--- src/gated_timer_pkg.sv ---
// constants for the gated sixteen-bit timer: register map, fields, resets
// assumes a 32-bit apb with byte addresses, one register per aligned word
package gated_timer_pkg;

   // ----------------------------------------------------------------
   // register byte offsets
   // ----------------------------------------------------------------
   localparam int          ADDR_W          = 8;
   localparam logic [7:0]  OFF_COUNT_LOW   = 8'h00;
   localparam logic [7:0]  OFF_COUNT_HIGH  = 8'h04;
   localparam logic [7:0]  OFF_TIMER_CTRL  = 8'h08;
   localparam logic [7:0]  OFF_GATE_CTRL   = 8'h0c;
   localparam logic [7:0]  OFF_IRQ_STATUS  = 8'h10;
   localparam logic [7:0]  OFF_IRQ_MASK    = 8'h14;

   // ----------------------------------------------------------------
   // timer_control fields
   // ----------------------------------------------------------------
   localparam int          CTL_SRC_HI      = 7;
   localparam int          CTL_SRC_LO      = 6;
   localparam int          CTL_PRE_HI      = 5;
   localparam int          CTL_PRE_LO      = 4;
   localparam int          CTL_OSC_EN      = 3;
   localparam int          CTL_ASYNC       = 2;
   localparam int          CTL_ON          = 0;
   localparam logic [7:0]  CTL_RESET       = 8'h00;
   localparam logic [7:0]  CTL_WMASK       = 8'hfd;

   // ----------------------------------------------------------------
   // gate_control fields
   // ----------------------------------------------------------------
   localparam int          GCT_ENABLE      = 7;
   localparam int          GCT_POLARITY    = 6;
   localparam int          GCT_LEVEL       = 2;
   localparam logic [7:0]  GCT_RESET       = 8'h00;

   // ----------------------------------------------------------------
   // interrupt status / mask fields
   // ----------------------------------------------------------------
   localparam int          IRQ_OVERFLOW    = 0;
   localparam logic [7:0]  IRQ_RESET       = 8'h00;

   // ----------------------------------------------------------------
   // source select codes
   // ----------------------------------------------------------------
   localparam logic [1:0]  SRC_INSTR       = 2'h0;
   localparam logic [1:0]  SRC_SYSTEM      = 2'h1;
   localparam logic [1:0]  SRC_PIN_XTAL    = 2'h2;
   localparam logic [1:0]  SRC_CAP_OSC     = 2'h3;

   // ----------------------------------------------------------------
   // counts and timing
   // ----------------------------------------------------------------
   localparam int          CLK_MHZ         = 50;
   localparam logic [1:0]  INSTR_LAST_PH   = 2'h3;
   localparam logic [15:0] COUNT_MAX       = 16'hffff;
   localparam logic [15:0] COUNT_RESET     = 16'h0000;
   localparam logic [2:0]  PRE_RESET       = 3'h0;
   localparam int          NUM_IN          = 4;
   localparam int          IN_EXT          = 0;
   localparam int          IN_CAP          = 1;
   localparam int          IN_XTAL         = 2;
   localparam int          IN_GATE         = 3;

endpackage : gated_timer_pkg

--- src/gated_sixteen_bit_timer.sv ---
// gated sixteen-bit timer/counter with apb register access and interrupt
// assumes one clock ref_clk; pins are asynchronous and synchronised here
`timescale 1ns/1ps

// What this block does
// - 16-bit up-counter in two byte registers; a write replaces live byte
// - off when on bit clear; gate enable chooses free-run or gated count
// - source select and oscillator enable choose the count clock
// - instruction clock source increments once per instruction cycle
// - system clock source advances four counts per instruction cycle
// - pin or capacitive oscillator counts rising edges, sync or async
// - external count needs a falling edge first after write or disable
// - prescale field divides selected clock by 1, 2, 4 or 8
// - prescaler hidden from software, cleared by any count byte write
// - oscillator enable starts crystal driver, which runs during sleep
// - async select keeps pins synchronised; it only lets external counting run in sleep
// - async external counting continues in sleep; overflow wakes cpu when its mask bit is set
// - mode switch between sync and async may lose or add one count
// - wrap from ffff to 0000 sets overflow flag, cleared by software
// - gated counting only while gate level equals gate polarity
module gated_sixteen_bit_timer
   import gated_timer_pkg::*;
(
   input  wire logic                               ref_clk,         // clock
   input  wire logic                               rstn,            // reset
   input  wire logic                               psel,            // apb
   input  wire logic                               penable,         // apb
   input  wire logic                               pwrite,          // apb
   input  wire logic [gated_timer_pkg::ADDR_W-1:0] paddr,           // apb
   input  wire logic [31:0]                        pwdata,          // apb
   output logic      [31:0]                        prdata,          // apb
   output logic                                    pready,          // apb
   output logic                                    pslverr,         // apb
   input  wire logic                               ext_count_input, // pin
   input  wire logic                               cap_osc_input,   // osc
   input  wire logic                               crystal_in,      // xtal
   output logic                                    crystal_out,     // xtal
   input  wire logic                               gate_input,      // gate
   input  wire logic                               sleep_mode,      // cpu
   output logic                                    irq,             // level
   output logic                                    wake_request,    // level
   output logic                                    overflow_pulse   // pulse
);
   import gated_timer_pkg::*;

   // ----------------------------------------------------------------
   // declarations
   // ----------------------------------------------------------------
   logic [15:0]         count_ff;
   logic [7:0]          timer_control_ff;
   logic [7:0]          gate_control_ff;
   logic [7:0]          irqStatus_ff;
   logic [7:0]          irqMask_ff;
   logic [2:0]          preCnt_ff;
   logic [1:0]          phase_ff;
   logic                armed_ff;
   logic [NUM_IN-1:0]   sync1_ff;
   logic [NUM_IN-1:0]   sync2_ff;
   logic [NUM_IN-1:0]   sync3_ff;
   logic [NUM_IN-1:0]   level_ff;
   logic [NUM_IN-1:0]   prevLevel_ff;
   logic [NUM_IN-1:0]   rise;
   logic [NUM_IN-1:0]   fall;
   logic [31:0]         prdata_ff;
   logic                pslverr_ff;
   logic                irq_ff;
   logic                wake_ff;
   logic                ovfPulse_ff;
   logic                crystalOut_ff;
   logic                setupPhase;
   logic                accessPhase;
   logic                wrEn;
   logic                countWrite;
   logic [1:0]          source_select;
   logic [1:0]          prescale_select;
   logic                osc_enable;
   logic                async_select_n;
   logic                timer_on;
   logic                gate_enable;
   logic                gate_polarity;
   logic                isExternal;
   logic                extRise;
   logic                extFall;
   logic                srcTick;
   logic                gateOpen;
   logic                running;
   logic                prescaleDone;
   logic                incr;
   logic                overflow;
   logic [7:0]          nxt_irqStatus;

   // ----------------------------------------------------------------
   // helpers
   // ----------------------------------------------------------------
   function automatic logic [2:0] div_mask(input logic [1:0] sel);
      div_mask = 3'(({2'h0, 1'b1} << sel) - 3'h1);
   endfunction : div_mask

   function automatic logic is_addr(input logic [ADDR_W-1:0] a,
                                    input logic [7:0]        off);
      is_addr = (a == off);
   endfunction : is_addr

   function automatic logic is_mapped(input logic [ADDR_W-1:0] a);
      is_mapped = is_addr(a, OFF_COUNT_LOW)  | is_addr(a, OFF_COUNT_HIGH) |
                  is_addr(a, OFF_TIMER_CTRL) | is_addr(a, OFF_GATE_CTRL)  |
                  is_addr(a, OFF_IRQ_STATUS) | is_addr(a, OFF_IRQ_MASK);
   endfunction : is_mapped

   // ----------------------------------------------------------------
   // control fields
   // ----------------------------------------------------------------
   assign source_select   = timer_control_ff[CTL_SRC_HI:CTL_SRC_LO];
   assign prescale_select = timer_control_ff[CTL_PRE_HI:CTL_PRE_LO];
   assign osc_enable      = timer_control_ff[CTL_OSC_EN];
   assign async_select_n  = timer_control_ff[CTL_ASYNC];
   assign timer_on        = timer_control_ff[CTL_ON];
   assign gate_enable     = gate_control_ff[GCT_ENABLE];
   assign gate_polarity   = gate_control_ff[GCT_POLARITY];

   // ----------------------------------------------------------------
   // apb slave: zero wait states, read data captured in setup
   // ----------------------------------------------------------------
   assign setupPhase  = psel & ~penable;
   assign accessPhase = psel & penable;
   assign wrEn        = accessPhase & pwrite & is_mapped(paddr);
   assign countWrite  = wrEn & (is_addr(paddr, OFF_COUNT_LOW) |
                                is_addr(paddr, OFF_COUNT_HIGH));
   assign pready      = accessPhase;
   assign prdata      = prdata_ff;
   assign pslverr     = pslverr_ff;

   always_ff @(posedge ref_clk) begin
      if (!rstn) begin
         prdata_ff  <= 32'h0000_0000;
         pslverr_ff <= 1'b0;
      end else if (setupPhase) begin
         pslverr_ff <= ~is_mapped(paddr);
         prdata_ff  <= 32'h0000_0000;
         if (!pwrite) begin
            unique case (1'b1)
               is_addr(paddr, OFF_COUNT_LOW):
                  prdata_ff[7:0] <= count_ff[7:0];
               is_addr(paddr, OFF_COUNT_HIGH):
                  prdata_ff[7:0] <= count_ff[15:8];
               is_addr(paddr, OFF_TIMER_CTRL):
                  prdata_ff[7:0] <= timer_control_ff;
               is_addr(paddr, OFF_GATE_CTRL): begin
                  prdata_ff[7:0]     <= gate_control_ff;
                  prdata_ff[GCT_LEVEL] <= level_ff[IN_GATE];
               end
               is_addr(paddr, OFF_IRQ_STATUS):
                  prdata_ff[7:0] <= irqStatus_ff;
               is_addr(paddr, OFF_IRQ_MASK):
                  prdata_ff[7:0] <= irqMask_ff;
               default:
                  prdata_ff <= 32'h0000_0000;
            endcase
         end
      end
   end

   // ----------------------------------------------------------------
   // configuration registers
   // ----------------------------------------------------------------
   always_ff @(posedge ref_clk) begin
      if (!rstn) begin
         timer_control_ff <= CTL_RESET;
      end else if (wrEn && is_addr(paddr, OFF_TIMER_CTRL)) begin
         timer_control_ff <= pwdata[7:0] & CTL_WMASK;
      end
   end

   always_ff @(posedge ref_clk) begin
      if (!rstn) begin
         gate_control_ff <= GCT_RESET;
      end else if (wrEn && is_addr(paddr, OFF_GATE_CTRL)) begin
         gate_control_ff <= {pwdata[GCT_ENABLE], pwdata[GCT_POLARITY],
                             6'h00};
      end
   end

   always_ff @(posedge ref_clk) begin
      if (!rstn) begin
         irqMask_ff <= IRQ_RESET;
      end else if (wrEn && is_addr(paddr, OFF_IRQ_MASK)) begin
         irqMask_ff <= {7'h00, pwdata[IRQ_OVERFLOW]};
      end
   end

   // ----------------------------------------------------------------
   // pin synchronisers: level moves once stages two and three agree
   // ----------------------------------------------------------------
   always_ff @(posedge ref_clk) begin
      if (!rstn) begin
         sync1_ff     <= '0;
         sync2_ff     <= '0;
         sync3_ff     <= '0;
         level_ff     <= '0;
         prevLevel_ff <= '0;
      end else begin
         sync1_ff     <= {gate_input, crystal_in, cap_osc_input,
                          ext_count_input};
         sync2_ff     <= sync1_ff;
         sync3_ff     <= sync2_ff;
         level_ff     <= (sync2_ff & ~(sync2_ff ^ sync3_ff)) |
                         (level_ff & (sync2_ff ^ sync3_ff));
         prevLevel_ff <= level_ff;
      end
   end

   assign rise = level_ff & ~prevLevel_ff;
   assign fall = ~level_ff & prevLevel_ff;

   // ----------------------------------------------------------------
   // crystal driver: inverting amplifier, unaffected by sleep
   // ----------------------------------------------------------------
   always_ff @(posedge ref_clk) begin
      if (!rstn) begin
         crystalOut_ff <= 1'b0;
      end else begin
         crystalOut_ff <= osc_enable & ~crystal_in;
      end
   end

   assign crystal_out = crystalOut_ff;

   // ----------------------------------------------------------------
   // clock source selection
   // ----------------------------------------------------------------
   always_ff @(posedge ref_clk) begin
      if (!rstn) begin
         phase_ff <= 2'h0;
      end else begin
         phase_ff <= phase_ff + 2'h1;
      end
   end

   assign isExternal = source_select[1];

   always_comb begin
      extRise = 1'b0;
      extFall = 1'b0;
      if (source_select == SRC_CAP_OSC) begin
         extRise = rise[IN_CAP];
         extFall = fall[IN_CAP];
      end else if (osc_enable) begin
         extRise = rise[IN_XTAL];
         extFall = fall[IN_XTAL];
      end else begin
         extRise = rise[IN_EXT];
         extFall = fall[IN_EXT];
      end
   end

   // falling edge must be seen before the first counted rising edge
   always_ff @(posedge ref_clk) begin
      if (!rstn) begin
         armed_ff <= 1'b0;
      end else if (countWrite || !timer_on) begin
         armed_ff <= 1'b0;
      end else if (isExternal && extFall) begin
         armed_ff <= 1'b1;
      end
   end

   always_comb begin
      unique case (source_select)
         SRC_SYSTEM:  srcTick = 1'b1;
         SRC_INSTR:   srcTick = (phase_ff == INSTR_LAST_PH);
         SRC_PIN_XTAL,
         SRC_CAP_OSC: srcTick = extRise & armed_ff;
      endcase
   end

   // ----------------------------------------------------------------
   // enable, gate and prescaler
   // ----------------------------------------------------------------
   assign gateOpen = (level_ff[IN_GATE] == gate_polarity);
   // sleep stops counting unless async external counting is selected
   assign running  = timer_on & (~gate_enable | gateOpen) &
                     (~sleep_mode | (isExternal & async_select_n));

   assign prescaleDone = ((preCnt_ff & div_mask(prescale_select)) ==
                          div_mask(prescale_select));

   always_ff @(posedge ref_clk) begin
      if (!rstn) begin
         preCnt_ff <= PRE_RESET;
      end else if (countWrite) begin
         preCnt_ff <= PRE_RESET;
      end else if (srcTick && running) begin
         preCnt_ff <= preCnt_ff + 3'h1;
      end
   end

   // ----------------------------------------------------------------
   // counter and overflow
   // ----------------------------------------------------------------
   assign incr     = srcTick & running & prescaleDone & ~countWrite;
   assign overflow = incr & (count_ff == COUNT_MAX);

   always_ff @(posedge ref_clk) begin
      if (!rstn) begin
         count_ff <= COUNT_RESET;
      end else if (wrEn && is_addr(paddr, OFF_COUNT_LOW)) begin
         count_ff[7:0] <= pwdata[7:0];
      end else if (wrEn && is_addr(paddr, OFF_COUNT_HIGH)) begin
         count_ff[15:8] <= pwdata[7:0];
      end else if (incr) begin
         count_ff <= count_ff + 16'h0001;
      end
   end

   always_ff @(posedge ref_clk) begin
      if (!rstn) begin
         ovfPulse_ff <= 1'b0;
      end else begin
         ovfPulse_ff <= overflow;
      end
   end

   assign overflow_pulse = ovfPulse_ff;

   // ----------------------------------------------------------------
   // interrupt: sticky status, write one to clear, set wins
   // ----------------------------------------------------------------
   always_comb begin
      nxt_irqStatus = irqStatus_ff;
      if (wrEn && is_addr(paddr, OFF_IRQ_STATUS)) begin
         nxt_irqStatus[IRQ_OVERFLOW] = irqStatus_ff[IRQ_OVERFLOW] &
                                       ~pwdata[IRQ_OVERFLOW];
      end
      if (overflow) begin
         nxt_irqStatus[IRQ_OVERFLOW] = 1'b1;
      end
   end

   always_ff @(posedge ref_clk) begin
      if (!rstn) begin
         irqStatus_ff <= IRQ_RESET;
         irq_ff       <= 1'b0;
         wake_ff      <= 1'b0;
      end else begin
         irqStatus_ff <= nxt_irqStatus;
         irq_ff       <= |(nxt_irqStatus & irqMask_ff);
         wake_ff      <= sleep_mode & (|(nxt_irqStatus & irqMask_ff));
      end
   end

   assign irq          = irq_ff;
   assign wake_request = wake_ff;

endmodule : gated_sixteen_bit_timer

--- config.mk ---
export PLATFORM = sky130hd
export DESIGN_NAME = gated_sixteen_bit_timer
export DESIGN_NICKNAME = d
export VERILOG_FILES = /design/src/gated_timer_pkg.sv /design/src/gated_sixteen_bit_timer.sv
export SDC_FILE = /design/constraint.sdc
export NUM_CORES = 1
export LEC_CHECK = 0
export ABC_AREA = 1
export BUFFER_PORTS_ARGS = -buffer_cell sky130_fd_sc_hd__buf_2
export CORE_MARGIN = 2
export CORE_UTILIZATION = 47
export DETAILED_ROUTE_END_ITERATION = 7
export PLACE_DENSITY = 0.72
export SLEW_MARGIN = 20
export SYNTH_ARGS = -nofsm -noshare
export SYNTH_HDL_FRONTEND = slang
export SYNTH_SLANG_ARGS = --single-unit
--- constraint.sdc ---
create_clock -name ref_clk -period 1.7 [get_ports ref_clk]
set_input_delay 0.255 -clock ref_clk [delete_from_list [all_inputs] [get_ports ref_clk]]
set_output_delay 0.255 -clock ref_clk [all_outputs]
set_load 0.1 [all_outputs]
==> results of run 1 <==
-- layout make-up --
cell class	count	area, um2	share of cell area
multi-input combinational	356	1820	0.434
sequential	65	1310	0.313
timing repair buffer	70	444	0.106
inverter	68	262	0.0624
clock buffer	11	151	0.0361
tap	99	124	0.0296
clock inverter	5	77.6	0.0185
-- metrics by stage --
step / instances / hold slack, ns
after floorplan: 523 / 0.334
after global placement: 656 / 0.394
after detailed placement: 656 / 0.406
after CTS: 672 / 0.0748
after global routing: 674 / 0.0839
final: 674 / 0.0895
-- worst max-delay path, cell delays in order (launching register included) --
cell     delay (ns)
dfxtp_2        0.35
ha_2           0.20
nand3_2        0.11
nor2_4         0.14
nand2_2        0.07
nor2_2         0.11
nand2_2        0.10
nor3_2         0.12
nand2_1        0.10
nand2_1        0.10
nand2_1        0.07
nor2_1         0.08
-- state kept, by name, summed over array words and instances, names as in the netlist, 2 cells and up, named ones only --
name / flops
phase_ff: 2
prdata: 8
gate_control_ff: 2
sync2_ff: 4
preCnt_ff: 3
count_ff: 16
prevLevel_ff: 3
timer_control_ff: 7
sync3_ff: 4
sync1_ff: 4
-- layer usage --
layer	vias to the layer above	wire, um	global-route usage
li1	1683	-	-
met1	1540	3550	0.251
met2	98	4100	0.364
met3	12	464	0.0478
met4	0	140	0.0731
met5	-	0	0
-- worst max-delay path by stage --
stage,startpoint,endpoint,cells after the start
after floorplan,psel,count_ff[14]$_SDFFE_PN0P_,8
after global placement,paddr[1],count_ff[7]$_SDFFE_PN0P_,12
after detailed placement,paddr[1],count_ff[6]$_SDFFE_PN0P_,12
after CTS,count_ff[0]$_SDFFE_PN0P_,wake_request$_SDFF_PN0_,11
after global routing,count_ff[0]$_SDFFE_PN0P_,count_ff[12]$_SDFFE_PN0P_,12
final,count_ff[0]$_SDFFE_PN0P_,wake_request$_SDFF_PN0_,11
-- logic make-up after synthesis --
logic type,after synthesis,synth area share
fa+ha+maj,3,0.0108
simple gates,251,0.339
flops,65,0.375
xor+xnor,8,0.0202
other cells,1,0.00108
buf+inv,102,0.142
compound gates,70,0.112
-- where the power goes --
part,switching [mW],internal (mW),leakage (nW),total (mW)
Sequential,0.00684,1.54,0.530,1.55
Combinational,0.341,0.0477,1.33,0.389
Clock,0.600,0.900,0.115,1.50
-- what timing repair did --
action	in CTS	in global routing
setup endpoints to repair	1	17
pin swaps	0	4
endpoints found under the hold margin	0	0
hold buffers	0	0
gates resized for setup	1	22
buffers inserted	0	2
-- cell usage after synthesis (7+ instances only) --
master	number	area share
xor2_1	7	0.018
a21oi_1	30	0.043
nor3_1	7	0.010
dfxtp_1	65	0.37
buf_4	24	0.052
nor2_1	35	0.038
nand3_1	44	0.063
nor2_2	8	0.014
inv_1	63	0.068
o21ai_0	22	0.032
nand2_1	130	0.14
==> out/qor.yml, run 1 <==
synth_warnings: 0
nFillCells: 703
antennaDiodeCount: 0
ir_worst_vdd_v: 0.000783
dr.pass1.iters: 5
dieArea_um2: 8090
setup-tns-final_ns: 0
p_per_area_nw_per_um2: 820
grt_pass1_vias: 3081
total_power_mw: 3.44
grt_setup_unrepaired: "true"
netlist_instances: 500
antenna_found_initial: 0
finalSetupViolations: 0
root_buffer: "clkbuf_8"
final_util: 0.581
place_ws_ns: -0.00575
clockBufferDepth: 2
grt_pass1_wl_um: 13800
path_class: "flop to flop"
path_clk_slew_ns: 0.07
crit_fanout: 3
rrSetupSlack_ns: 0.09
stdcell_area_um2: 4190
ys_types: 38
setup_ws_ns: 0.0933
vias: 3333
synth-main-ff-cell: "dfxtp_1"
die_width_um: 90.0
placeableCoreArea_um2: 7210
place_area_um2: 3880
pin_count: 88
clock-sinks: 65
syn_area_per_cell_um2: 6.94
drv_slew: 0
synth_edf_count: 0
rows: 31
cp-start-kind: "flop"
drc: 0
h-tree-depth: 3
drive_above_1_share: 0.237
min_to: "sync1_ff[3]$_SDFF_PN0_"
hold_path_depth: 3
layout.nets: 623
grt_max_degree: 22
required_ns: 1.99
mostFrequentLayoutCells: "128 x nand2_1, 61 x inv_1, 57 x dfxtp_1, 44 x nand3_1, 39 x buf_2"
max_cap_violations: 0
hold_path.class: "input port to flop"
p_leak_nw: 1.97
layout_commonest_cell: "nand2_1"
fmaxAchievable_mhz: 622
tritoncts: "yes"
portBuffers: 39
hold_path.startpoint: "gate_input"
period_share: 0.945
area_delta_synth_final_pct: 20.7
routed_wl_um: 8260
wire_per_inst_um: 12.3
final_hold_viol_count: 0
async_flop_share: 0
r2r_start: "count_ff[0]$_SDFFE_PN0P_"
initial_core_util: 0.481
synth-seq-area-share: 0.375
cts-buffers-inserted: 9
grt_usage: 0.208
synth_area_um2: 3470
arrival_ns: 1.90
dieHeight_um: 90.0
ff2ff_path_depth: 11
fin_crit_ns: 1.61
rr_endpoint: "wake_request$_SDFF_PN0_"
end_kind: "flop"
clock_latency_ns: 0.35
synth-seq-cells: 65
ant_nets: 0
status: "finished clean"
drt_iter0_drc: 312
fin_skew_ns: 0.00658
gp_congestion: 0.927
overflow: 0
dp_hpwl_um: 6080
viasPerCell: 4.95
(Power assumes the default switching activity.)
==> inputs of run 2 (changes only) <==
--- a/config.mk
+++ b/config.mk
@@ -15,3 +15,4 @@
 export SYNTH_ARGS = -nofsm -noshare
 export SYNTH_HDL_FRONTEND = slang
 export SYNTH_SLANG_ARGS = --single-unit
+export TNS_END_PERCENT = 20
==> constraint.sdc (replaced) <==
create_clock -name ref_clk -period 2 [get_ports ref_clk]
set_input_delay 0.3 -clock ref_clk [delete_from_list [all_inputs] [get_ports ref_clk]]
set_output_delay 0.3 -clock ref_clk [all_outputs]
set_load 0.1 [all_outputs]
==> out/qor.yml, run 2 (synthesized netlist as in run 1, its figures left out) <==
status: "finished clean"  # unchanged
hold_path.class: "input port to flop"  # unchanged
vias: 3128  # was 3,333
rr_endpoint: "wake_request$_SDFF_PN0_"  # unchanged
h-tree-depth: 3  # unchanged
stdcell_area_um2: 3910  # was 4190 um2
clock_latency_ns: 0.35  # about the same
place_area_um2: 3690  # was 3880 um2
grt_pass1_vias: 2954  # was 3,081
place_ws_ns: 0.154  # was -0.00575 ns
routed_wl_um: 7820  # was 8260 um
setup_ws_ns: 0.218  # was 0.0933 ns
top_register: "count_ff"  # unchanged
die_width_um: 90.0  # unchanged
arrival_ns: 2.07  # was 1.90 ns
portBuffers: 39  # unchanged
gp_congestion: 0.862  # was 0.927
dp_hpwl_um: 5890  # was 6080 um
mostFrequentLayoutCells: "130 x nand2_1, 65 x dfxtp_1, 63 x inv_1, 44 x nand3_1, 39 x buf_2"  # was 128 x nand2_1, 61 x inv_1, 57 x dfxtp_1, 44 x nand3_1, 39 x buf_2
ir_worst_vdd_v: 0.000445  # was 0.000783 V
layout_commonest_cell: "nand2_1"  # unchanged
crit_fanout: 4  # was 3
fin_skew_ns: 0.00984  # was 0.00658 ns
layout.nets: 599  # was 623
wire_per_inst_um: 12.0  # was 12.3 um
gr-usage-met2: 0.336  # was 0.364
placeableCoreArea_um2: 7210  # unchanged
drv_slew: 0  # unchanged
fin_crit_ns: 1.78  # was 1.61 ns
path_class: "flop to flop"  # unchanged
cts-buffers-inserted: 9  # unchanged
drt_iter0_drc: 202  # was 312
p_leak_nw: 1.81  # was 1.97 nW
area_delta_synth_final_pct: 12.5  # was 20.7%
r2r_start: "count_ff[1]$_SDFFE_PN0P_"  # was count_ff[0]$_SDFFE_PN0P_
p_per_area_nw_per_um2: 710  # was 820 nW/um2
clockBufferDepth: 2  # unchanged
hold_path.startpoint: "cap_osc_input"  # was gate_input
antennaDiodeCount: 0  # unchanged
antenna_found_initial: 0  # unchanged
required_ns: 2.29  # was 1.99 ns
fmaxAchievable_mhz: 561  # was 622 MHz
cp-start-kind: "flop"  # unchanged
hold_path_depth: 3  # unchanged
setup-tns-final_ns: 0  # unchanged
dr.pass1.iters: 4  # was 5
final_hold_viol_count: 0  # unchanged
finalSetupViolations: 0  # unchanged
grt.met1_usage: 0.249  # was 0.251
grt_pass1_wl_um: 13400  # was 13,800 um
grt_setup_unrepaired: "false"  # was true
cts_resized: 0  # was 1
period_share: 0.891  # was 0.945
grt_usage: 0.204  # was 0.208
overflow: 0  # unchanged
max_cap_violations: 0  # unchanged
path_clk_slew_ns: 0.08  # was 0.07 ns
holdBufCountCts: 0  # unchanged
viasPerCell: 4.81  # was 4.95
root_buffer: "clkbuf_8"  # unchanged
drc: 0  # unchanged
end_kind: "flop"  # unchanged
dieHeight_um: 90.0  # unchanged
largest_reg_flops: 16  # unchanged
ant_nets: 0  # unchanged
dieArea_um2: 8090  # unchanged
initial_core_util: 0.481  # unchanged
grt_max_degree: 22  # unchanged
grt_busiest_layer: "met2"  # unchanged
grt_use_met3: 0.0486  # was 0.0478
tritoncts: "yes"  # unchanged
rows: 31  # unchanged
drive_above_1_share: 0.176  # was 0.237
min_to: "sync1_ff[1]$_SDFF_PN0_"  # was sync1_ff[3]$_SDFF_PN0_
rrSetupSlack_ns: 0.22  # was 0.09 ns
pin_count: 88  # unchanged
postCtsSetupBuffers: 0  # unchanged
ff2ff_path_depth: 11  # unchanged
clock-sinks: 65  # unchanged
-- run 2: power by group --
| group | total, mW | internal (mW) | switching [mW] |
|---|---|---|---|
| clock | 1.13 | 0.585 | 0.544 |
| sequential | 1.31 | 1.31 | 0.00601 |
| combinational | 0.329 | 0.0394 | 0.289 |
| total | 2.77 | 1.93 | 0.839 |
-- run 2: metal layers --
metal  part of all wire  wire [um]
met1               0.45       3550
met3              0.046        361
met2               0.48       3740
met4              0.022        170
met5                  0          0
-- run 2: cell type report --
class | instances | area (um2)
clock inverter | 7 | 77.6
fill | 733 | 3310
tap | 99 | 124
inverter | 68 | 258
timing repair buffer | 46 | 248
sequential | 65 | 1300
multi-input combinational | 356 | 1770
clock buffer | 9 | 124
-- run 2: per-stage QoR --
step           std cells  utilization  total power, mW  hold slack (ns)
4_1_cts              650        0.540             2.80            0.114
5_1_grt              650        0.541             2.88            0.115
3_5_place_dp         634        0.512             1.67            0.403
6_report             650        0.541             2.77            0.124
3_3_place_gp         634        0.512             1.67            0.398
2_1_floorplan        523            -             1.65            0.379
-- run 2: worst max-delay path by stage --
stage	startpoint	endpoint	slack (ns)	depth (start not counted)
after global placement	paddr[7]	count_ff[15]$_SDFFE_PN0P_	0.21	11
after global routing	timer_control_ff[7]$_SDFFE_PN0P_	count_ff[14]$_SDFFE_PN0P_	0.01	9
final	count_ff[1]$_SDFFE_PN0P_	wake_request$_SDFF_PN0_	0.22	11
after floorplan	psel	count_ff[8]$_SDFFE_PN0P_	0.15	8
after CTS	count_ff[1]$_SDFFE_PN0P_	wake_request$_SDFF_PN0_	0.12	11
after detailed placement	count_ff[1]$_SDFFE_PN0P_	wake_request$_SDFF_PN0_	0.15	11
-- run 2: critical path: stages (launching register included) --
cell	delay, ns
dfxtp_1	0.39
ha_1	0.23
nand3_2	0.15
nor2_4	0.14
nand2_2	0.09
nor2_2	0.11
nand2_1	0.11
nor3_2	0.14
nand2_1	0.11
nand2_1	0.10
nand2_1	0.07
nor2_1	0.08
==> inputs of run 3 (changes only) <==
--- a/config.mk
+++ b/config.mk
@@ -5,12 +5,10 @@
 export SDC_FILE = /design/constraint.sdc
 export NUM_CORES = 1
 export LEC_CHECK = 0
-export ABC_AREA = 1
 export BUFFER_PORTS_ARGS = -buffer_cell sky130_fd_sc_hd__buf_2
-export CORE_MARGIN = 2
-export CORE_UTILIZATION = 47
+export CORE_UTILIZATION = 52
 export DETAILED_ROUTE_END_ITERATION = 7
-export PLACE_DENSITY = 0.72
+export PLACE_DENSITY = 0.79
 export SLEW_MARGIN = 20
 export SYNTH_ARGS = -nofsm -noshare
 export SYNTH_HDL_FRONTEND = slang
==> out/qor.yml, run 3 <==
synth_warnings: 0  # unchanged
cp-start-kind: "flop"  # unchanged
final_hold_viol_count: 0  # unchanged
layout_commonest_cell: "dfxtp_1"  # was nand2_1
end_kind: "flop"  # unchanged
yosys.area.top_type: "dfxtp_1"  # unchanged
root_buffer: "clkbuf_8"  # unchanged
vias: 2616  # was 3,128
fmaxAchievable_mhz: 541  # was 561 MHz
synth_common_cells: "65 x dfxtp_1, 24 x buf_4, 22 x and2_1, 22 x nor2b_1, 22 x o21ai_0"  # was 130 x nand2_1, 65 x dfxtp_1, 63 x inv_1
synth_area_um2: 3220  # was 3470 um2
synth-xor-area-share: 0.0299  # was 0.0202
routed_wl_um: 7070  # was 7820 um
cts_resized: 0  # unchanged
ant_nets: 0  # unchanged
overflow: 0  # unchanged
yosys.area.top_type_share: 0.404  # was 0.375
initial_core_util: 0.540  # was 0.481
area_delta_synth_final_pct: 14.8  # was 12.5%
synthAdderAreaFrac: 0.0117  # was 0.0108
fin_skew_ns: 0.00844  # was 0.00984 ns
synth.area.mux_share: 0.0467  # was 0
antenna_found_initial: 0  # unchanged
status: "finished clean"  # unchanged
wire_per_inst_um: 14.7  # was 12.0 um
grt_max_degree: 25  # was 22
grt_pass1_vias: 2317  # was 2,954
drv_slew: 0  # unchanged
async_flop_share: 0  # unchanged
placeableCoreArea_um2: 5960  # was 7210 um2
path_class: "flop to flop"  # unchanged
ys_types: 52  # was 38
dp_hpwl_um: 5230  # was 5890 um
postCtsSetupBuffers: 0  # unchanged
p_per_area_nw_per_um2: 792  # was 710 nW/um2
layout.nets: 454  # was 599
ff2ff_path_depth: 8  # was 11
yosysMostFrequentCell: "dfxtp_1"  # was nand2_1
tritoncts: "yes"  # unchanged
holdBufCountCts: 0  # unchanged
grt_setup_unrepaired: "false"  # unchanged
max_cap_violations: 0  # unchanged
arrival_ns: 2.09  # was 2.07 ns
syn_area_per_cell_um2: 9.19  # was 6.94 um2
period_share: 0.925  # was 0.891
dieHeight_um: 80.7  # was 90.0 um
largest_reg_flops: 16  # unchanged
portBuffers: 39  # unchanged
netlist_instances: 350  # was 500
final_util: 0.620  # was 0.541
dieArea_um2: 6510  # was 8090 um2
synth_compound_area_frac: 0.162  # was 0.112
finalSetupViolations: 0  # unchanged
synth-simple-area-share: 0.258  # was 0.339
required_ns: 2.24  # was 2.29 ns
synth-seq-area-share: 0.404  # was 0.375
drt_iter0_drc: 272  # was 202
grt_pass1_wl_um: 11300  # was 13,400 um
hold_path.class: "input port to flop"  # unchanged
pin_count: 88  # unchanged
drive_above_1_share: 0.207  # was 0.176
ys_top_cells_by_area: "dfxtp_1 40%, buf_4 5.6%, mux2i_1 4.7%"  # was dfxtp_1 37%, nand2_1 14%, inv_1 6.8%
placed_cells: 465  # was 634
slowest_stage: "a221o_1"  # was dfxtp_1
top_register: "count_ff"  # unchanged
ir_worst_vdd_v: 0.000494  # was 0.000445 V
die_width_um: 80.7  # was 90.0 um
dr.pass1.iters: 4  # unchanged
viasPerCell: 5.44  # was 4.81
path_clk_slew_ns: 0.07  # was 0.08 ns
mostFrequentLayoutCells: "65 x dfxtp_1, 39 x buf_2, 24 x conb_1"  # was 130 x nand2_1, 65 x dfxtp_1, 63 x inv_1, 44 x nand3_1, 39 x buf_2
hold_path_depth: 2  # was 3
stdcell_count: 481  # was 650
crit_path_frequent_cell: "buf_4"  # was nand2_1
drc: 0  # unchanged
h-tree-depth: 3  # unchanged
place_ws_ns: 0.154  # about the same
synth-main-ff-cell: "dfxtp_1"  # unchanged
setup_ws_ns: 0.150  # was 0.218 ns
hold_slack_ns: 0.156  # was 0.124 ns
setup-tns-final_ns: 0  # unchanged
clockBufferDepth: 2  # unchanged
fin_crit_ns: 1.85  # was 1.78 ns
antennaDiodeCount: 0  # unchanged
synth_edf_count: 0  # unchanged
clock-sinks: 65  # unchanged
cts-buffers-inserted: 9  # unchanged
synth_top_family_by_area: "simple AND/OR/NAND/NOR gates"  # unchanged
grt_usage: 0.239  # was 0.204
gp_congestion: 0.923  # was 0.862
synth-seq-cells: 65  # unchanged
path_cells: "ha_1 -> a221o_1 -> o22ai_2 -> buf_4 -> nor4b_4 -> buf_4 -> a311oi_1 -> a211oi_1"  # was ha_1 -> nand3_2 -> nor2_4 -> nand2_2 -> nor2_2 -> nand2_1 -> nor3_2 -> nand2_1 -> nand2_1 -> nand2_1 -> nor2_1
rows: 28  # was 31
clock_latency_ns: 0.35  # about the same
slowest_delay_ns: 0.36  # was 0.39 ns
crit_fanout: 6  # was 4
p_leak_nw: 1.46  # was 1.81 nW
## run 3: changes by cell type after synthesis, sizes merged, moves of 8 or more
cell and delta:
nand3 -41, nand2 -117, mux2i +15, and3 +8, xnor2 +9, nor2b +22, nor2 -29, and2 +23
a22oi +8, inv -62, a21oi -21
## run 3: final timing paths
kind	start	to	slack (ns)
setup reg to reg	phase_ff[0]$_SDFF_PN0_	count_ff[12]$_SDFFE_PN0P_	0.15
hold reg to reg	phase_ff[0]$_SDFF_PN0_	phase_ff[0]$_SDFF_PN0_	0.43
setup / recovery	phase_ff[0]$_SDFF_PN0_	count_ff[12]$_SDFFE_PN0P_	0.15
hold / removal	gate_input	sync1_ff[3]$_SDFF_PN0_	0.16
## run 3: where the power goes
group,switching (mW),internal (mW),total (mW)
Sequential,0.00559,1.31,1.31
Combinational,0.279,0.0521,0.331
Clock,0.541,0.739,1.28
Total,0.825,2.10,2.93
## run 3: layout make-up
cell class	instances	area [um2]
clock buffers	10	138
fillers	537	2260
multi-input cells	263	1730
well taps	75	93.8
inverters	6	22.5
repair buffers	56	323
flip-flops and latches	65	1300
clock inverters	6	90.1
## run 3: critical path: cells and delay by family (launching register included)
family / cells / cell delay (ns)
compound gates: 4 / 0.79
buf+inv: 2 / 0.36
flops: 1 / 0.32
fa+ha+maj: 1 / 0.21
simple gates: 1 / 0.06
## run 3: through the flow
step                      cell area [um2]  power, mW
after floorplan                      3300       1.66
after CTS                            3690       2.95
final                                3690       2.93
after global routing                 3690       3.04
after global placement               3470       1.67
after detailed placement             3470       1.68
## run 3: cells by family after synthesis
| kind of cell | Yosys count |
|---|---|
| other | 1 |
| AND/OR/NAND/NOR | 137 |
| multiplexers | 15 |
| flip-flops | 65 |
| buffers and inverters | 45 |
| XOR/XNOR | 11 |
| adder cells (fa/ha/maj) | 3 |
| AO/OA/AOI/OAI | 73 |
## run 3: layer usage
layer | vias to the layer above | global-route usage | part of all wire
li1 | 1301 | - | -
met1 | 1216 | 0.298 | 0.44
met2 | 85 | 0.377 | 0.47
met3 | 14 | 0.0705 | 0.064
met4 | 0 | 0.109 | 0.022
met5 | - | 0 | 0
